[config.mk]
export PLATFORM = sky130hd
export DESIGN_NAME = status_and_system_config_regs
export DESIGN_NICKNAME = d
export VERILOG_FILES = /design/src/core/regbank_pkg.sv /design/src/core/status_and_system_config_regs.sv /design/src/core/mem_port_buffer.sv /design/src/core/pixel_clock_div.sv
export VERILOG_INCLUDE_DIRS = /design/src /design/src/core
export SDC_FILE = /design/constraint.sdc
export NUM_CORES = 1
export LEC_CHECK = 0
export BUFFER_PORTS_ARGS = -buffer_cell sky130_fd_sc_hd__clkbuf_2
export CAP_MARGIN = 20
export CORE_MARGIN = 2
export CORE_UTILIZATION = 50
export CTS_BUF_LIST = sky130_fd_sc_hd__clkbuf_8 sky130_fd_sc_hd__clkbuf_16
export CTS_CLUSTER_SIZE = 28
export DETAILED_ROUTE_END_ITERATION = 8
export PLACE_DENSITY_LB_ADDON = 0.12
export SETUP_SLACK_MARGIN = 0.5
export SLEW_MARGIN = 20
export SYNTH_ARGS = -nofsm -noshare
export SYNTH_HDL_FRONTEND = slang
export SYNTH_SLANG_ARGS = --single-unit
export TNS_END_PERCENT = 20
[constraint.sdc]
create_clock -name i_mclk -period 2.49 [get_ports i_mclk]
set_input_delay 0.1245 -clock i_mclk [delete_from_list [all_inputs] [get_ports i_mclk]]
set_output_delay 0.1245 -clock i_mclk [all_outputs]
set_load 0.02 [all_outputs]
[src/core/regbank_consts.svh]
// Purpose : Register numbers, field positions and reset values of the
//           status and system configuration register bank.
// Assumes : Included by the bank's design files and by the testbench.
// Notes   : Register numbers are the 8-bit values written by a command cycle.
`ifndef REGBANK_CONSTS_SVH
`define REGBANK_CONSTS_SVH

// Register numbers
`define REG_POWER_DISPLAY   8'h01
`define REG_MEMORY_DATA     8'h02
`define REG_PIXEL_CLOCK     8'h04
`define REG_SERIAL_MEMORY   8'h05

// Field positions
`define PWR_DISPLAY_ON_BIT  7
`define PWR_SLEEP_BIT       1
`define PWR_SW_RESET_BIT    0
`define PIX_INVERT_BIT      7
`define PIX_DIV_LSB         0

// Reset values
`define RESET_INDEX         8'h00
`define RESET_DISPLAY_ON    1'h0
`define RESET_SLEEP         1'h0
`define RESET_PIX_INVERT    1'h0
`define RESET_PIX_DIV       2'h0
`define RESET_SERIAL_MEMORY 8'h00
`define UNMAPPED_READ       8'h00

// Serial read command length without dummy bytes
`define SF_BASE_BUS_BYTES   3'h4

`endif

[src/core/regbank_pkg.sv]
// Purpose : Types shared by the status and system configuration bank.
// Assumes : Nothing beyond SystemVerilog packed types.
// Notes   : Struct field order gives the bit order on the host data bus.
package regbank_pkg;

  typedef struct packed {
    logic       mem_busy;
    logic       bte_busy;
    logic       touch;
    logic       sleep;
    logic [2:0] unused;
    logic       sf_busy;
  } device_status_s;

  typedef struct packed {
    logic       if_sel;
    logic       addr_mode;
    logic       wave_mode3;
    logic [1:0] read_cycle;
    logic       dma_mode;
    logic [1:0] latch_mode;
  } serial_memory_config_s;

  typedef struct packed {
    logic [2:0] bus_bytes;
    logic [1:0] dummy_bytes;
    logic       dual;
    logic       dual_mode1;
  } serial_read_format_s;

  typedef struct packed {
    logic       rw_b;
    logic       rs;
    logic [7:0] data;
  } host_pins_s;

  typedef struct packed {
    logic [1:0] target;
    logic [7:0] data;
  } mem_write_s;

  typedef enum logic [1:0] {
    HOST_IDLE,
    HOST_READ,
    HOST_WRITE
  } host_phase_e;

endpackage

[src/core/status_and_system_config_regs.sv]
// Purpose : Status register and first system configuration registers
//           behind the parallel host port of the display controller.
// Assumes : Host pins are asynchronous to i_mclk and each cycle holds
//           chip select low for several clock periods.
// Notes   : Writes take effect when chip select returns high; read data
//           is loaded when chip select falls.
`include "regbank_consts.svh"

// Summary of operation
// - Status bit 7 shows memory access busy
// - Status bit 6 shows block transfer busy
// - Status bit 5 mirrors raw touch detect
// - Status bit 4 shows sleep mode
// - Status bit 0 serial memory busy
// - Sleep bit enters; touch, key, software wake
// - Sleep unsupported over two-wire host link
// - Port writes go to chosen memory target
// - Port reads pipelined, first read dummy
// - Bit 7 picks pixel sampling edge
// - Pixel period 1, 2, 4, 8 clocks
// - Bit 7 picks serial memory interface
// - Bit 5 picks serial waveform mode
// - Read length four, five, six bytes
// - Bit 2 routes serial font or DMA
// - Bits 1:0 pick single or dual latch
// - Status read needs no register number
// - Command write selects register for data
module status_and_system_config_regs
  import regbank_pkg::*;
#(
  parameter int BUF_DEPTH = 2,
  parameter int PIX_CNT_W = 3
) (
  // Clock and reset
  input  logic                  i_mclk,
  input  logic                  i_rst_b,
  // Host port pins
  input  logic                  i_cs_b,
  input  logic                  i_rw_b,
  input  logic                  i_rs,
  input  logic [7:0]            i_db,
  output logic [7:0]            o_db,
  output logic                  o_db_oe,
  output logic                  o_wait_b,
  // Host link mode and touch pins
  input  logic                  i_i2c_mode,
  input  logic                  i_touch_detect_raw,
  // Memory write side
  input  logic [1:0]            i_mem_target,
  output logic                  o_mem_wr_valid,
  output mem_write_s            o_mem_wr,
  input  logic                  i_mem_wr_ready,
  // Memory read side
  output logic                  o_mem_rd_req,
  input  logic                  i_mem_rd_valid,
  input  logic [7:0]            i_mem_rd_data,
  // Engine state and wake events
  input  logic                  i_font_busy,
  input  logic                  i_bte_busy,
  input  logic                  i_sf_busy,
  input  logic                  i_touch_wake,
  input  logic                  i_key_wake,
  // Configuration outputs
  output logic                  o_display_on,
  output logic                  o_sleep,
  output logic                  o_soft_reset,
  output logic                  o_pixel_en,
  output logic                  o_pixel_fall_edge,
  output serial_memory_config_s o_serial_memory_config,
  output serial_read_format_s   o_serial_read_format
);
  localparam int WR_W = $bits(mem_write_s);

  logic                  cs_meta_reg;
  logic                  cs_sync_reg;
  logic                  cs_prev_reg;
  host_pins_s            pins_meta_reg;
  host_pins_s            pins_sync_reg;
  host_pins_s            hold_reg;
  logic [1:0]            mode_meta_reg;
  logic [1:0]            mode_sync_reg;
  logic                  i2c_sync;
  logic                  touch_sync;
  host_phase_e           phase_reg;
  host_phase_e           phase_next;
  logic                  cycle_start;
  logic                  cycle_end;
  logic                  cmd_write;
  logic                  data_write;
  logic                  status_read;
  logic                  data_read_start;
  logic                  data_read_end;
  logic [7:0]            index_reg;
  logic                  port_sel;
  logic                  port_write;
  logic                  pwr_write;
  logic                  sw_reset_armed_reg;
  logic                  soft_clear_reg;
  logic                  display_on_reg;
  logic                  sleep_reg;
  logic                  pixel_invert_reg;
  logic [1:0]            pixel_div_reg;
  serial_memory_config_s serial_memory_config_reg;
  serial_read_format_s   read_format_reg;
  logic                  buf_in_ready;
  logic                  rd_req_reg;
  logic                  rd_pending_reg;
  logic [7:0]            rd_data_reg;
  logic [7:0]            db_reg;
  device_status_s        status_now;
  logic [7:0]            read_value;

  function automatic serial_read_format_s decode_read_format(
    input serial_memory_config_s cfg
  );
    serial_read_format_s fmt;
    fmt.dummy_bytes = cfg.read_cycle[1] ? 2'h2 : {1'h0, cfg.read_cycle[0]};
    fmt.bus_bytes   = `SF_BASE_BUS_BYTES + {1'h0, fmt.dummy_bytes};
    fmt.dual        = cfg.latch_mode[1];
    fmt.dual_mode1  = cfg.latch_mode[1] & cfg.latch_mode[0];
    return fmt;
  endfunction

  // Two-stage synchronisers for every pin
  always_ff @(posedge i_mclk or negedge i_rst_b) begin
    if (!i_rst_b) begin
      cs_meta_reg   <= 1'h1;
      cs_sync_reg   <= 1'h1;
      cs_prev_reg   <= 1'h1;
      pins_meta_reg <= '0;
      pins_sync_reg <= '0;
      mode_meta_reg <= 2'h0;
      mode_sync_reg <= 2'h0;
    end else begin
      cs_meta_reg   <= i_cs_b;
      cs_sync_reg   <= cs_meta_reg;
      cs_prev_reg   <= cs_sync_reg;
      pins_meta_reg <= '{rw_b: i_rw_b, rs: i_rs, data: i_db};
      pins_sync_reg <= pins_meta_reg;
      mode_meta_reg <= {i_i2c_mode, i_touch_detect_raw};
      mode_sync_reg <= mode_meta_reg;
    end
  end

  assign i2c_sync   = mode_sync_reg[1];
  assign touch_sync = mode_sync_reg[0];

  // Last pin values seen while chip select was low
  always_ff @(posedge i_mclk or negedge i_rst_b) begin
    if (!i_rst_b) begin
      hold_reg <= '0;
    end else if (!cs_sync_reg) begin
      hold_reg <= pins_sync_reg;
    end
  end

  assign cycle_start = cs_prev_reg & ~cs_sync_reg;
  assign cycle_end   = ~cs_prev_reg & cs_sync_reg;

  always_comb begin
    phase_next = phase_reg;
    unique case (phase_reg)
      HOST_IDLE: begin
        if (cycle_start) begin
          phase_next = pins_sync_reg.rw_b ? HOST_READ : HOST_WRITE;
        end
      end
      HOST_READ, HOST_WRITE: begin
        if (cycle_end) begin
          phase_next = HOST_IDLE;
        end
      end
      default: phase_next = HOST_IDLE;
    endcase
  end

  always_ff @(posedge i_mclk or negedge i_rst_b) begin
    if (!i_rst_b) begin
      phase_reg <= HOST_IDLE;
    end else begin
      phase_reg <= phase_next;
    end
  end

  // Cycle types from the read/write and register select lines
  assign cmd_write       = cycle_end & (phase_reg == HOST_WRITE) & hold_reg.rs;
  assign data_write      = cycle_end & (phase_reg == HOST_WRITE) & ~hold_reg.rs;
  assign status_read     = cycle_start & (phase_reg == HOST_IDLE)
                           & pins_sync_reg.rw_b & pins_sync_reg.rs;
  assign data_read_start = cycle_start & (phase_reg == HOST_IDLE)
                           & pins_sync_reg.rw_b & ~pins_sync_reg.rs;
  assign data_read_end   = cycle_end & (phase_reg == HOST_READ) & ~hold_reg.rs;
  assign port_sel        = (index_reg == `REG_MEMORY_DATA);
  assign port_write      = data_write & port_sel;
  assign pwr_write       = data_write & (index_reg == `REG_POWER_DISPLAY);

  always_ff @(posedge i_mclk or negedge i_rst_b) begin
    if (!i_rst_b) begin
      index_reg <= `RESET_INDEX;
    end else if (soft_clear_reg) begin
      index_reg <= `RESET_INDEX;
    end else if (cmd_write) begin
      index_reg <= hold_reg.data;
    end
  end

  // Software reset fires when a one is followed by a zero
  always_ff @(posedge i_mclk or negedge i_rst_b) begin
    if (!i_rst_b) begin
      sw_reset_armed_reg <= 1'h0;
      soft_clear_reg     <= 1'h0;
    end else begin
      soft_clear_reg <= pwr_write & ~hold_reg.data[`PWR_SW_RESET_BIT]
                        & sw_reset_armed_reg;
      if (soft_clear_reg) begin
        sw_reset_armed_reg <= 1'h0;
      end else if (pwr_write) begin
        sw_reset_armed_reg <= hold_reg.data[`PWR_SW_RESET_BIT];
      end
    end
  end

  always_ff @(posedge i_mclk or negedge i_rst_b) begin
    if (!i_rst_b) begin
      display_on_reg <= `RESET_DISPLAY_ON;
    end else if (soft_clear_reg) begin
      display_on_reg <= `RESET_DISPLAY_ON;
    end else if (pwr_write) begin
      display_on_reg <= hold_reg.data[`PWR_DISPLAY_ON_BIT];
    end
  end

  // Sleep writes are ignored when the host uses the two-wire link
  always_ff @(posedge i_mclk or negedge i_rst_b) begin
    if (!i_rst_b) begin
      sleep_reg <= `RESET_SLEEP;
    end else if (soft_clear_reg) begin
      sleep_reg <= `RESET_SLEEP;
    end else if (pwr_write && !i2c_sync) begin
      sleep_reg <= hold_reg.data[`PWR_SLEEP_BIT];
    end else if (i_touch_wake || i_key_wake) begin
      sleep_reg <= 1'h0;
    end
  end

  always_ff @(posedge i_mclk or negedge i_rst_b) begin
    if (!i_rst_b) begin
      pixel_invert_reg <= `RESET_PIX_INVERT;
      pixel_div_reg    <= `RESET_PIX_DIV;
    end else if (soft_clear_reg) begin
      pixel_invert_reg <= `RESET_PIX_INVERT;
      pixel_div_reg    <= `RESET_PIX_DIV;
    end else if (data_write && index_reg == `REG_PIXEL_CLOCK) begin
      pixel_invert_reg <= hold_reg.data[`PIX_INVERT_BIT];
      pixel_div_reg    <= hold_reg.data[`PIX_DIV_LSB +: 2];
    end
  end

  // Serial memory options stored as written, decoded one clock later
  always_ff @(posedge i_mclk or negedge i_rst_b) begin
    if (!i_rst_b) begin
      serial_memory_config_reg        <= serial_memory_config_s'(`RESET_SERIAL_MEMORY);
      read_format_reg <= '0;
    end else begin
      read_format_reg <= decode_read_format(serial_memory_config_reg);
      if (soft_clear_reg) begin
        serial_memory_config_reg <= serial_memory_config_s'(`RESET_SERIAL_MEMORY);
      end else if (data_write && index_reg == `REG_SERIAL_MEMORY) begin
        serial_memory_config_reg <= serial_memory_config_s'(hold_reg.data);
      end
    end
  end

  mem_port_buffer #(
    .W     (WR_W),
    .DEPTH (BUF_DEPTH)
  ) u_write_buffer (
    .i_mclk      (i_mclk),
    .i_rst_b     (i_rst_b),
    .i_clear     (soft_clear_reg),
    .i_in_valid  (port_write),
    .i_in_data   ({i_mem_target, hold_reg.data}),
    .o_in_ready  (buf_in_ready),
    .o_out_valid (o_mem_wr_valid),
    .o_out_data  (o_mem_wr),
    .i_out_ready (i_mem_wr_ready)
  );

  // Each port read asks for the next byte; the first answer is stale
  always_ff @(posedge i_mclk or negedge i_rst_b) begin
    if (!i_rst_b) begin
      rd_req_reg     <= 1'h0;
      rd_pending_reg <= 1'h0;
      rd_data_reg    <= 8'h00;
    end else if (soft_clear_reg) begin
      rd_req_reg     <= 1'h0;
      rd_pending_reg <= 1'h0;
      rd_data_reg    <= 8'h00;
    end else begin
      rd_req_reg     <= data_read_end & port_sel;
      rd_pending_reg <= (data_read_end & port_sel) | (rd_pending_reg & ~i_mem_rd_valid);
      if (i_mem_rd_valid) begin
        rd_data_reg <= i_mem_rd_data;
      end
    end
  end

  assign status_now = '{
    mem_busy: o_mem_wr_valid | rd_pending_reg | i_font_busy,
    bte_busy: i_bte_busy,
    touch:    touch_sync,
    sleep:    sleep_reg,
    unused:   3'h0,
    sf_busy:  i_sf_busy
  };

  always_comb begin
    read_value = `UNMAPPED_READ;
    case (index_reg)
      `REG_POWER_DISPLAY: read_value = {display_on_reg, 5'h00, sleep_reg, 1'h0};
      `REG_MEMORY_DATA:   read_value = rd_data_reg;
      `REG_PIXEL_CLOCK:   read_value = {pixel_invert_reg, 5'h00, pixel_div_reg};
      `REG_SERIAL_MEMORY: read_value = serial_memory_config_reg;
      default:            read_value = `UNMAPPED_READ;
    endcase
  end

  always_ff @(posedge i_mclk or negedge i_rst_b) begin
    if (!i_rst_b) begin
      db_reg <= 8'h00;
    end else if (status_read) begin
      db_reg <= status_now;
    end else if (data_read_start) begin
      db_reg <= read_value;
    end else if (phase_reg == HOST_READ && !hold_reg.rs && port_sel && i_mem_rd_valid) begin
      db_reg <= i_mem_rd_data;
    end
  end

  assign o_db    = db_reg;
  assign o_db_oe = (phase_reg == HOST_READ);
  // Hold the host while the write buffer is full or a port byte is due
  assign o_wait_b = ~(((phase_reg == HOST_WRITE) & ~hold_reg.rs & port_sel & ~buf_in_ready)
                    | ((phase_reg == HOST_READ) & ~hold_reg.rs & port_sel & rd_pending_reg));

  assign o_display_on           = display_on_reg;
  assign o_sleep                = sleep_reg;
  assign o_soft_reset           = soft_clear_reg;
  assign o_pixel_fall_edge      = pixel_invert_reg;
  assign o_serial_memory_config = serial_memory_config_reg;
  assign o_serial_read_format   = read_format_reg;
  assign o_mem_rd_req           = rd_req_reg;

  pixel_clock_div #(
    .CODE_W (2),
    .CNT_W  (PIX_CNT_W)
  ) u_pixel_div (
    .i_mclk        (i_mclk),
    .i_rst_b       (i_rst_b),
    .i_clear       (soft_clear_reg),
    .i_period_code (pixel_div_reg),
    .o_pixel_en    (o_pixel_en)
  );
endmodule

[src/core/mem_port_buffer.sv]
// Purpose : Small FIFO between the host data port and the memory writer.
// Assumes : Both sides on i_mclk.
// Notes   : A stalled drain side fills it and drops o_in_ready.
module mem_port_buffer #(
  parameter int W     = 8,
  parameter int DEPTH = 2
) (
  // Clock and reset
  input  logic         i_mclk,
  input  logic         i_rst_b,
  input  logic         i_clear,
  // Filling side
  input  logic         i_in_valid,
  input  logic [W-1:0] i_in_data,
  output logic         o_in_ready,
  // Draining side
  output logic         o_out_valid,
  output logic [W-1:0] o_out_data,
  input  logic         i_out_ready
);
  localparam int PW = (DEPTH > 1) ? $clog2(DEPTH) : 1;
  localparam int CW = $clog2(DEPTH + 1);

  logic [W-1:0]  entry_reg [DEPTH];
  logic [PW-1:0] wr_ptr_reg;
  logic [PW-1:0] rd_ptr_reg;
  logic [CW-1:0] count_reg;
  logic          push;
  logic          pop;

  function automatic logic [PW-1:0] next_ptr(input logic [PW-1:0] ptr);
    return (ptr == PW'(DEPTH - 1)) ? '0 : ptr + PW'(1);
  endfunction

  assign o_in_ready  = (count_reg != CW'(DEPTH));
  assign o_out_valid = (count_reg != '0);
  assign o_out_data  = entry_reg[rd_ptr_reg];
  assign push        = i_in_valid & o_in_ready;
  assign pop         = o_out_valid & i_out_ready;

  always_ff @(posedge i_mclk or negedge i_rst_b) begin
    if (!i_rst_b) begin
      wr_ptr_reg <= '0;
      rd_ptr_reg <= '0;
      count_reg  <= '0;
    end else if (i_clear) begin
      wr_ptr_reg <= '0;
      rd_ptr_reg <= '0;
      count_reg  <= '0;
    end else begin
      if (push) begin
        wr_ptr_reg <= next_ptr(wr_ptr_reg);
      end
      if (pop) begin
        rd_ptr_reg <= next_ptr(rd_ptr_reg);
      end
      count_reg <= count_reg + CW'(push) - CW'(pop);
    end
  end

  for (genvar i = 0; i < DEPTH; i++) begin : g_entry
    always_ff @(posedge i_mclk or negedge i_rst_b) begin
      if (!i_rst_b) begin
        entry_reg[i] <= '0;
      end else if (push && wr_ptr_reg == PW'(i)) begin
        entry_reg[i] <= i_in_data;
      end
    end
  end

endmodule

[src/core/pixel_clock_div.sv]
// Purpose : Pixel rate enable, one pulse per pixel clock period.
// Assumes : Period code may change at any time.
// Notes   : A shorter new period takes effect at once, never a long gap.
module pixel_clock_div #(
  parameter int CODE_W = 2,
  parameter int CNT_W  = 3
) (
  // Clock and reset
  input  logic              i_mclk,
  input  logic              i_rst_b,
  input  logic              i_clear,
  // Period selection and enable
  input  logic [CODE_W-1:0] i_period_code,
  output logic              o_pixel_en
);
  logic [CNT_W-1:0] count_reg;
  logic [CNT_W-1:0] limit;
  logic             terminal;

  // Period is two to the power of the code, in system clocks
  assign limit    = CNT_W'((32'h0000_0001 << i_period_code) - 32'h0000_0001);
  assign terminal = (count_reg >= limit);

  always_ff @(posedge i_mclk or negedge i_rst_b) begin
    if (!i_rst_b) begin
      count_reg  <= '0;
      o_pixel_en <= 1'h0;
    end else if (i_clear) begin
      count_reg  <= '0;
      o_pixel_en <= 1'h0;
    end else begin
      count_reg  <= terminal ? '0 : count_reg + CNT_W'(1);
      o_pixel_en <= terminal;
    end
  end

endmodule

==> run_results.csv, run 1 <==
group,metric,value,unit
layout,antenna_cells,0,
drt,routed_via_density,5.211,
pwr,switching_share,33.00,%
yosys,avgSynthCellArea,12.68,µm²
pwr,comb_power_share,25.8,%
die,die_x,101.5,µm
min_path,holdPathStages,3,
pwr,internal-power,3128,µW
yosys,synth_ff_type,"dfrtp_1",
min_path,hold_end,"rd_data_reg[6]",
setup_path,critPathLaunch,"phase_reg[0]",
timing,relSlewSlack,63.27,%
cts,clock_path_buffers,2,
yosys,yosys.area_share.simple,12.00,%
pwr,switchingPower,1541,µW
setup_path,cp-start-kind,"flop",
yosys,synthArstFlopShare,100.0,%
timing,fin_crit,1997,ps
setup_path,crit_path_max_fanout,5,
die,initial_core_util,51.46,%
drt,drt-pass1-iter-count,4,
timing,worst_pin_slew,550.9,ps
pwr,p_seq_share,49.5,%
run_status,outcome,"finished clean",
timing,rsz0062_at_grt,"yes",
setup_path,reg2reg_from,"phase_reg[0]",
global_routing,grt_start_max_net_pins,42,
cts,cts_root_buf,"clkbuf_8",
global_routing,grt_pass1_wl,15.97,mm
timing,drv_slew,0,
placed_design,portBuffers,73,
layout,fillers,762,
yosys,synth_compound_area_share,6.579,%
yosys,syn_area,4755,µm²
placed_design,dp_cells,567,
setup_path,rr_endpoint,"u_write_buffer.entry_reg[2]",
layout,drive_gt1_share,33.12,%
timing,max_freq,500.7,MHz
setup_path,critPathRequiredTime,2750,ps
timing,finClkSkew,16.11,ps
yosys,synth-xor-area-share,0.7368,%
timing,period_share,80.21,%
yosys,synth_adder_area_share,2.368,%
die,rows,35,
setup_path,crit_chain,"inv_2, ha_2, nor2b_1, nand4b_1, buf_4, or3_4, mux2_4",
pwr,max-vdd-ir-drop,418.5,µV
setup_path,critPathArrivalTime,2260,ps
layout,multi_input_area,1877,µm²
drt,detailedRoute.firstIterationViolations,77,
cts,clock-sinks,112,
pwr,power_leakage,0.002940,µW
yosys,synth_warnings,0,
cts,cts_tree,"built",
timing,hold_viol,0,
layout,largest_reg_flops,20,
pwr,p_clk_share,24.7,%
yosys,synth_top_family_by_area,"multiplexers",
die,core_area,9240,µm²
cts,cts_made_buffers,9,
global_routing,grt_pass1_vias,3181,
yosys,syn_inst,375,
setup_path,endpoint_kind,"flop",
placed_design,place_congestion,0.8139,
drt,vias,3158,
drt,wl_per_cell,16.42,µm
drt,drc,0,
die,io_pins,74,
setup_path,cpPeakStageDelay,450,ps
setup_path,critPathSlowestCell,"or3_4",
min_path,hold_start,"i_mem_rd_data[6]",
min_path,min_path_type,"input pin to flop",
global_routing,antenna_found_initial,0,
layout,ff_latch_area,2806,µm²
layout,final_cells,606,
cts,clk_latency,380,ps
cts,htreeDepth,3,
layout,fin_nets,513,
yosys,synthMuxAreaShare,16.79,%
yosys,synth_edf_count,0,
yosys,ys_ff_latch,112,
layout,syn2layout_area_growth,20.66,%
die,die_h,101.5,µm
timing,fin_setup_tns,0,ps
setup_path,r2r_slack,490,ps
setup_path,rr_worst_depth,7,
global_routing,grt_overflow_total,0,
setup_path,crit_type,"flop to flop",
cts,path_clk_slew,120,ps
yosys,synth_cell_types,53,
drt,wirelength,9.950,mm
flow_run,max-cap-violations,0,
placed_design,dp_hpwl,6.754,mm
global_routing,grt_use_total,20.47,%
die,die_area,10310,µm²
yosys,yosysSeqAreaShare,59.03,%
yosys,syn_nets,416,
timing,setup_viol,0,
drt,drtAntennaViolNets,0,
pwr,cellPowerDensity,813.8,nW/µm²
==> power by group through the flow <==
stage | Sequential [µW] | Combinational [µW] | Clock [µW]
after global routing | 2350 | 1340 | 1240
final | 2310 | 1210 | 1150
after detailed placement | 2350 | 1100 | 0
after CTS | 2310 | 1130 | 1170
after floorplan | 2320 | 762 | 0
after global placement | 2330 | 1070 | 0
==> kinds of logic after synthesis <==
kind of cell    after synthesis
simple gates                104
xor+xnor                      4
mux                          71
fa+ha+maj                     9
buf+inv                      27
other cells                   1
flops                       112
compound gates               47
==> how the worst max path moves through the flow <==
stage	slack, ps	end	cells after the start
6_report	490	u_write_buffer.entry_reg[2]	7
5_1_grt	410	o_db[7]	6
4_1_cts	450	u_write_buffer.entry_reg[18]	6
3_5_place_dp	300	u_write_buffer.entry_reg[6]	4
3_3_place_gp	360	u_write_buffer.entry_reg[9]	6
2_1_floorplan	630	u_write_buffer.entry_reg[0]	5
==> stage by stage <==
step | hold WS [ps] | power (µW) | cell area [µm²] | setup WS (ps) | util [%]
6_report | 7.610 | 4668 | 5737 | 492.8 | 62.09
5_1_grt | 12.01 | 4938 | 5737 | 405.4 | 62.09
4_1_cts | 4.645 | 4605 | 5658 | 451.7 | 61.23
3_5_place_dp | 152.5 | 3448 | 5275 | 301.2 | 57.09
3_3_place_gp | 139.2 | 3404 | 5275 | 360.5 | 57.09
2_1_floorplan | -171.1 | 3079 | 4755 | 634.1 | -
==> synthesized netlist by cell type, types with 4 or more instances <==
library cell | instances | area share (%)
a21oi_1 | 18 | 1.9
a221oi_1 | 4 | 0.74
a22o_1 | 7 | 1.3
and2_1 | 8 | 1.1
clkbuf_1 | 11 | 0.87
dfrtp_1 | 109 | 57
ha_1 | 9 | 2.4
inv_1 | 9 | 0.71
mux2_1 | 5 | 1.2
mux2_2 | 25 | 5.9
mux2_4 | 10 | 3.2
mux2i_1 | 31 | 6.5
nand2_1 | 23 | 1.8
nand3_1 | 4 | 0.42
nand4_1 | 4 | 0.53
nor2_1 | 29 | 2.3
nor2b_1 | 8 | 1.1
nor3b_1 | 4 | 0.63
o21ai_0 | 7 | 0.74
==> cells in the final DEF, fill, tap and decap left out, types with 8 or more instances in the layout <==
cell             n
dfrtp_1        109
clkbuf_2        72
mux2i_1         31
nor2_1          29
mux2_2          25
nand2_1         23
a21oi_1         18
dlygate4sd3_1   16
buf_4           14
mux2_4          10
clkbuf_8        10
inv_1            8
and2_1           8
nor2b_1          8
ha_1             8
==> routing by layer <==
layer  vias up  global-route usage (%)  wire (µm)
li1       1505                       -          -
met1      1567                   29.02       4823
met2        70                   32.14       4638
met3        16                   3.106        303
met4         0                   7.796        184
met5         -                       0          0
==> layout make-up <==
| cell class | count | share of cell area, % |
|---|---|---|
| clock inverters | 6 | 1.309 |
| inverters | 9 | 0.5889 |
| clock buffers | 10 | 2.399 |
| multi-input cells | 237 | 32.72 |
| well taps | 129 | 2.814 |
| flip-flops and latches | 112 | 48.92 |
| repair buffers | 103 | 11.25 |
==> critical path: cells and delay by family (launching register included) <==
family	cells	cell delay, ps
adder cells (fa/ha/maj)	1	180
buffers and inverters	2	260
flip-flops	1	440
multiplexers	1	320
AND/OR/NAND/NOR	3	680
==> timing repair <==
action,CTS,global route
gates resized for setup,2,7
endpoints found under the setup margin,22,38
endpoints found under the hold margin,51,0
cloned,0,1
pin swaps,0,2
buffers inserted,0,6
hold buffers,16,0
Note: power is estimated with default switching activity, not from simulation.
==> run 2, diff against run 1 <==
- clock period: 2.49 -> 2 ns (I/O delays scaled with it)
==> run 2 against run 1 <==
Sequential cell count unchanged. Clock-buffer cell count down 1. Maximum frequency up 5.3%. Worst setup slack worse by 390 ps. Register-to-register slack worse by 390 ps. Hold slack better by 2.2 ps. Critical path type unchanged. Critical endpoint is now u_write_buffer.entry_reg[1]. Largest cell class unchanged.
==> run_results.csv, run 2 (same netlist as run 1, synthesis figures left out) <==
group,metric,value,unit
run_status,outcome,"finished clean",
drt,detailedRoute.firstIterationViolations,132,
timing,setup_viol,0,
layout,syn2layout_area_growth,25.84,%
setup_path,critPathSlowestCell,"dfrtp_1",
min_path,min_path_type,"input pin to flop",
cts,clk_latency,370,ps
placed_design,placedInstanceArea,5370,µm²
timing,period_share,94.83,%
placed_design,dp_hpwl,6.720,mm
die,die_area,10310,µm²
drt,wirelength,10.21,mm
cts,path_clk_slew,100,ps
die,rows,35,
setup_path,critPathArrivalTime,2150,ps
setup_path,crit_path_max_fanout,5,
global_routing,grt_pass1_wl,16.34,mm
min_path,hold_end,"rd_data_reg[3]",
cts,cts_made_buffers,9,
layout,fin_nets,532,
drt,wl_per_cell,16.33,µm
placed_design,place_congestion,0.8031,
min_path,holdPathStages,3,
cts,clock-sinks,112,
min_path,hold_start,"i_mem_rd_data[3]",
setup_path,cp-start-kind,"flop",
layout,antenna_cells,0,
setup_path,crit_type,"flop to flop",
setup_path,critPathRequiredTime,2260,ps
global_routing,grt_overflow_total,0,
setup_path,endpoint_kind,"flop",
timing,relSlewSlack,49.55,%
pwr,max-vdd-ir-drop,516.0,µV
layout,layout_commonest_cell,"dfrtp_1",
timing,hold_viol,0,
global_routing,grt_use_total,21.00,%
setup_path,crit_chain,"inv_2, ha_4, nor2b_4, nand4b_1, or3_4, buf_6, mux2_4",
cts,cts_root_buf,"clkbuf_8",
global_routing,grt_start_max_net_pins,113,
drt,drtAntennaViolNets,0,
timing,fin_setup_tns,0,ps
global_routing,antenna_found_initial,0,
layout,drive_gt1_share,37.50,%
flow_run,max-cap-violations,0,
layout,largest_reg_flops,20,
drt,drt-pass1-iter-count,4,
timing,drv_slew,0,
global_routing,grt_pass1_vias,3189,
cts,clock_path_buffers,2,
timing,fin_crit,1897,ps
setup_path,reg2reg_from,"phase_reg[0]",
die,die_x,101.5,µm
pwr,cellPowerDensity,1000,nW/µm²
setup_path,r2r_slack,100,ps
drt,routed_via_density,5.176,
die,core_area,9240,µm²
pwr,power_leakage,0.003068,µW
setup_path,rr_worst_depth,7,
layout,stdcell_area,5983,µm²
placed_design,portBuffers,73,
die,initial_core_util,51.46,%
drt,vias,3235,
layout,final_cell_mix,"dfrtp_1, clkbuf_2, mux2i_1",
timing,rsz0062_at_grt,"yes",
setup_path,rr_endpoint,"u_write_buffer.entry_reg[1]",
timing,worst_pin_slew,756.8,ps
cts,htreeDepth,3,
timing,finClkSkew,8.778,ps
drt,drc,0,
cts,cts_tree,"built",
die,die_h,101.5,µm
setup_path,cpPeakStageDelay,410,ps
die,io_pins,74,
timing,max_freq,527.3,MHz
[run 2: changes by cell type in the layout (fill, tap and decap cells not counted), moves of 2 or more]
| cell | before | now |
|---|---|---|
| mux2_4 | 10 | 14 |
| buf_4 | 14 | 26 |
| nor2b_1 | 8 | 6 |
| dlygate4sd3_1 | 16 | 19 |
| nor2b_4 | 0 | 2 |
| mux2_1 | 5 | 1 |
| ha_4 | 0 | 2 |
| a221oi_2 | 0 | 4 |
| buf_6 | 0 | 4 |
| a221oi_1 | 4 | 0 |
[run 2: power breakdown]
part,switching (µW),total (µW),leakage [µW],internal (µW)
clock,779,1370,0.0000977,593
sequential,289,2850,0.00142,2560
combinational,896,1760,0.00155,867
total,1960,5980,0.00307,4020
[run 2: area by class of cell]
class | count | area [µm²]
Tap cell | 129 | 161.4
Timing Repair Buffer | 123 | 830.8
Sequential cell | 112 | 2806
Clock inverter | 7 | 78.83
Inverter | 9 | 33.78
Clock buffer | 9 | 123.9
Fill cell | 717 | 3257
Multi-Input combinational cell | 236 | 1948
[run 2: worst max path at each step]
stage,startpoint,end,slack [ps],depth (start not counted)
2_1_floorplan,index_reg[6],u_write_buffer.entry_reg[0],170,5
3_3_place_gp,phase_reg[0],u_write_buffer.entry_reg[9],120,7
3_5_place_dp,phase_reg[0],u_write_buffer.entry_reg[1],20,7
4_1_cts,phase_reg[0],u_write_buffer.entry_reg[1],80,7
5_1_grt,phase_reg[0],u_write_buffer.entry_reg[6],50,7
6_report,phase_reg[0],u_write_buffer.entry_reg[1],100,7
[run 2: worst max-delay path: cells and delay by family (launching register included)]
| family | cells | cell delay [ps] |
|---|---|---|
| and+or+nand+nor | 3 | 710 |
| adders and majority gates | 1 | 130 |
| DFF | 1 | 410 |
| muxes | 1 | 290 |
| buffers and inverters | 2 | 240 |
[run 2: through the flow]
| stage | util [%] | std cells | power, µW | worst slack, ps | hold WS (ps) |
|---|---|---|---|---|---|
| 2_1_floorplan | - | 375 | 3833 | 166.0 | -195.6 |
| 3_3_place_gp | 58.12 | 578 | 4310 | 116.0 | 191.0 |
| 3_5_place_dp | 58.12 | 578 | 4360 | 23.17 | 189.2 |
| 4_1_cts | 63.51 | 621 | 5855 | 77.12 | 0.8037 |
| 5_1_grt | 64.75 | 625 | 6323 | 49.19 | 12.78 |
| 6_report | 64.75 | 625 | 5984 | 103.4 | 9.780 |
[run 2: what timing repair did]
item | 4_1_cts | 5_1_grt
buffers inserted | 7 | 3
pin swaps | 4 | 3
gates resized for setup | 12 | 18
hold endpoints to repair | 129 | 0
hold buffers | 19 | 0
cloned | 1 | 1
endpoints found under the setup margin | 70 | 74
[run 2: metal layers]
metal / track usage [%] / wire length, µm / vias up
met3: 3.658 / 329 / 12
met2: 34.46 / 4937 / 73
met1: 28.72 / 4802 / 1615
li1: - / - / 1535
met5: 0 / 0 / -
met4: 6.549 / 138 / 0
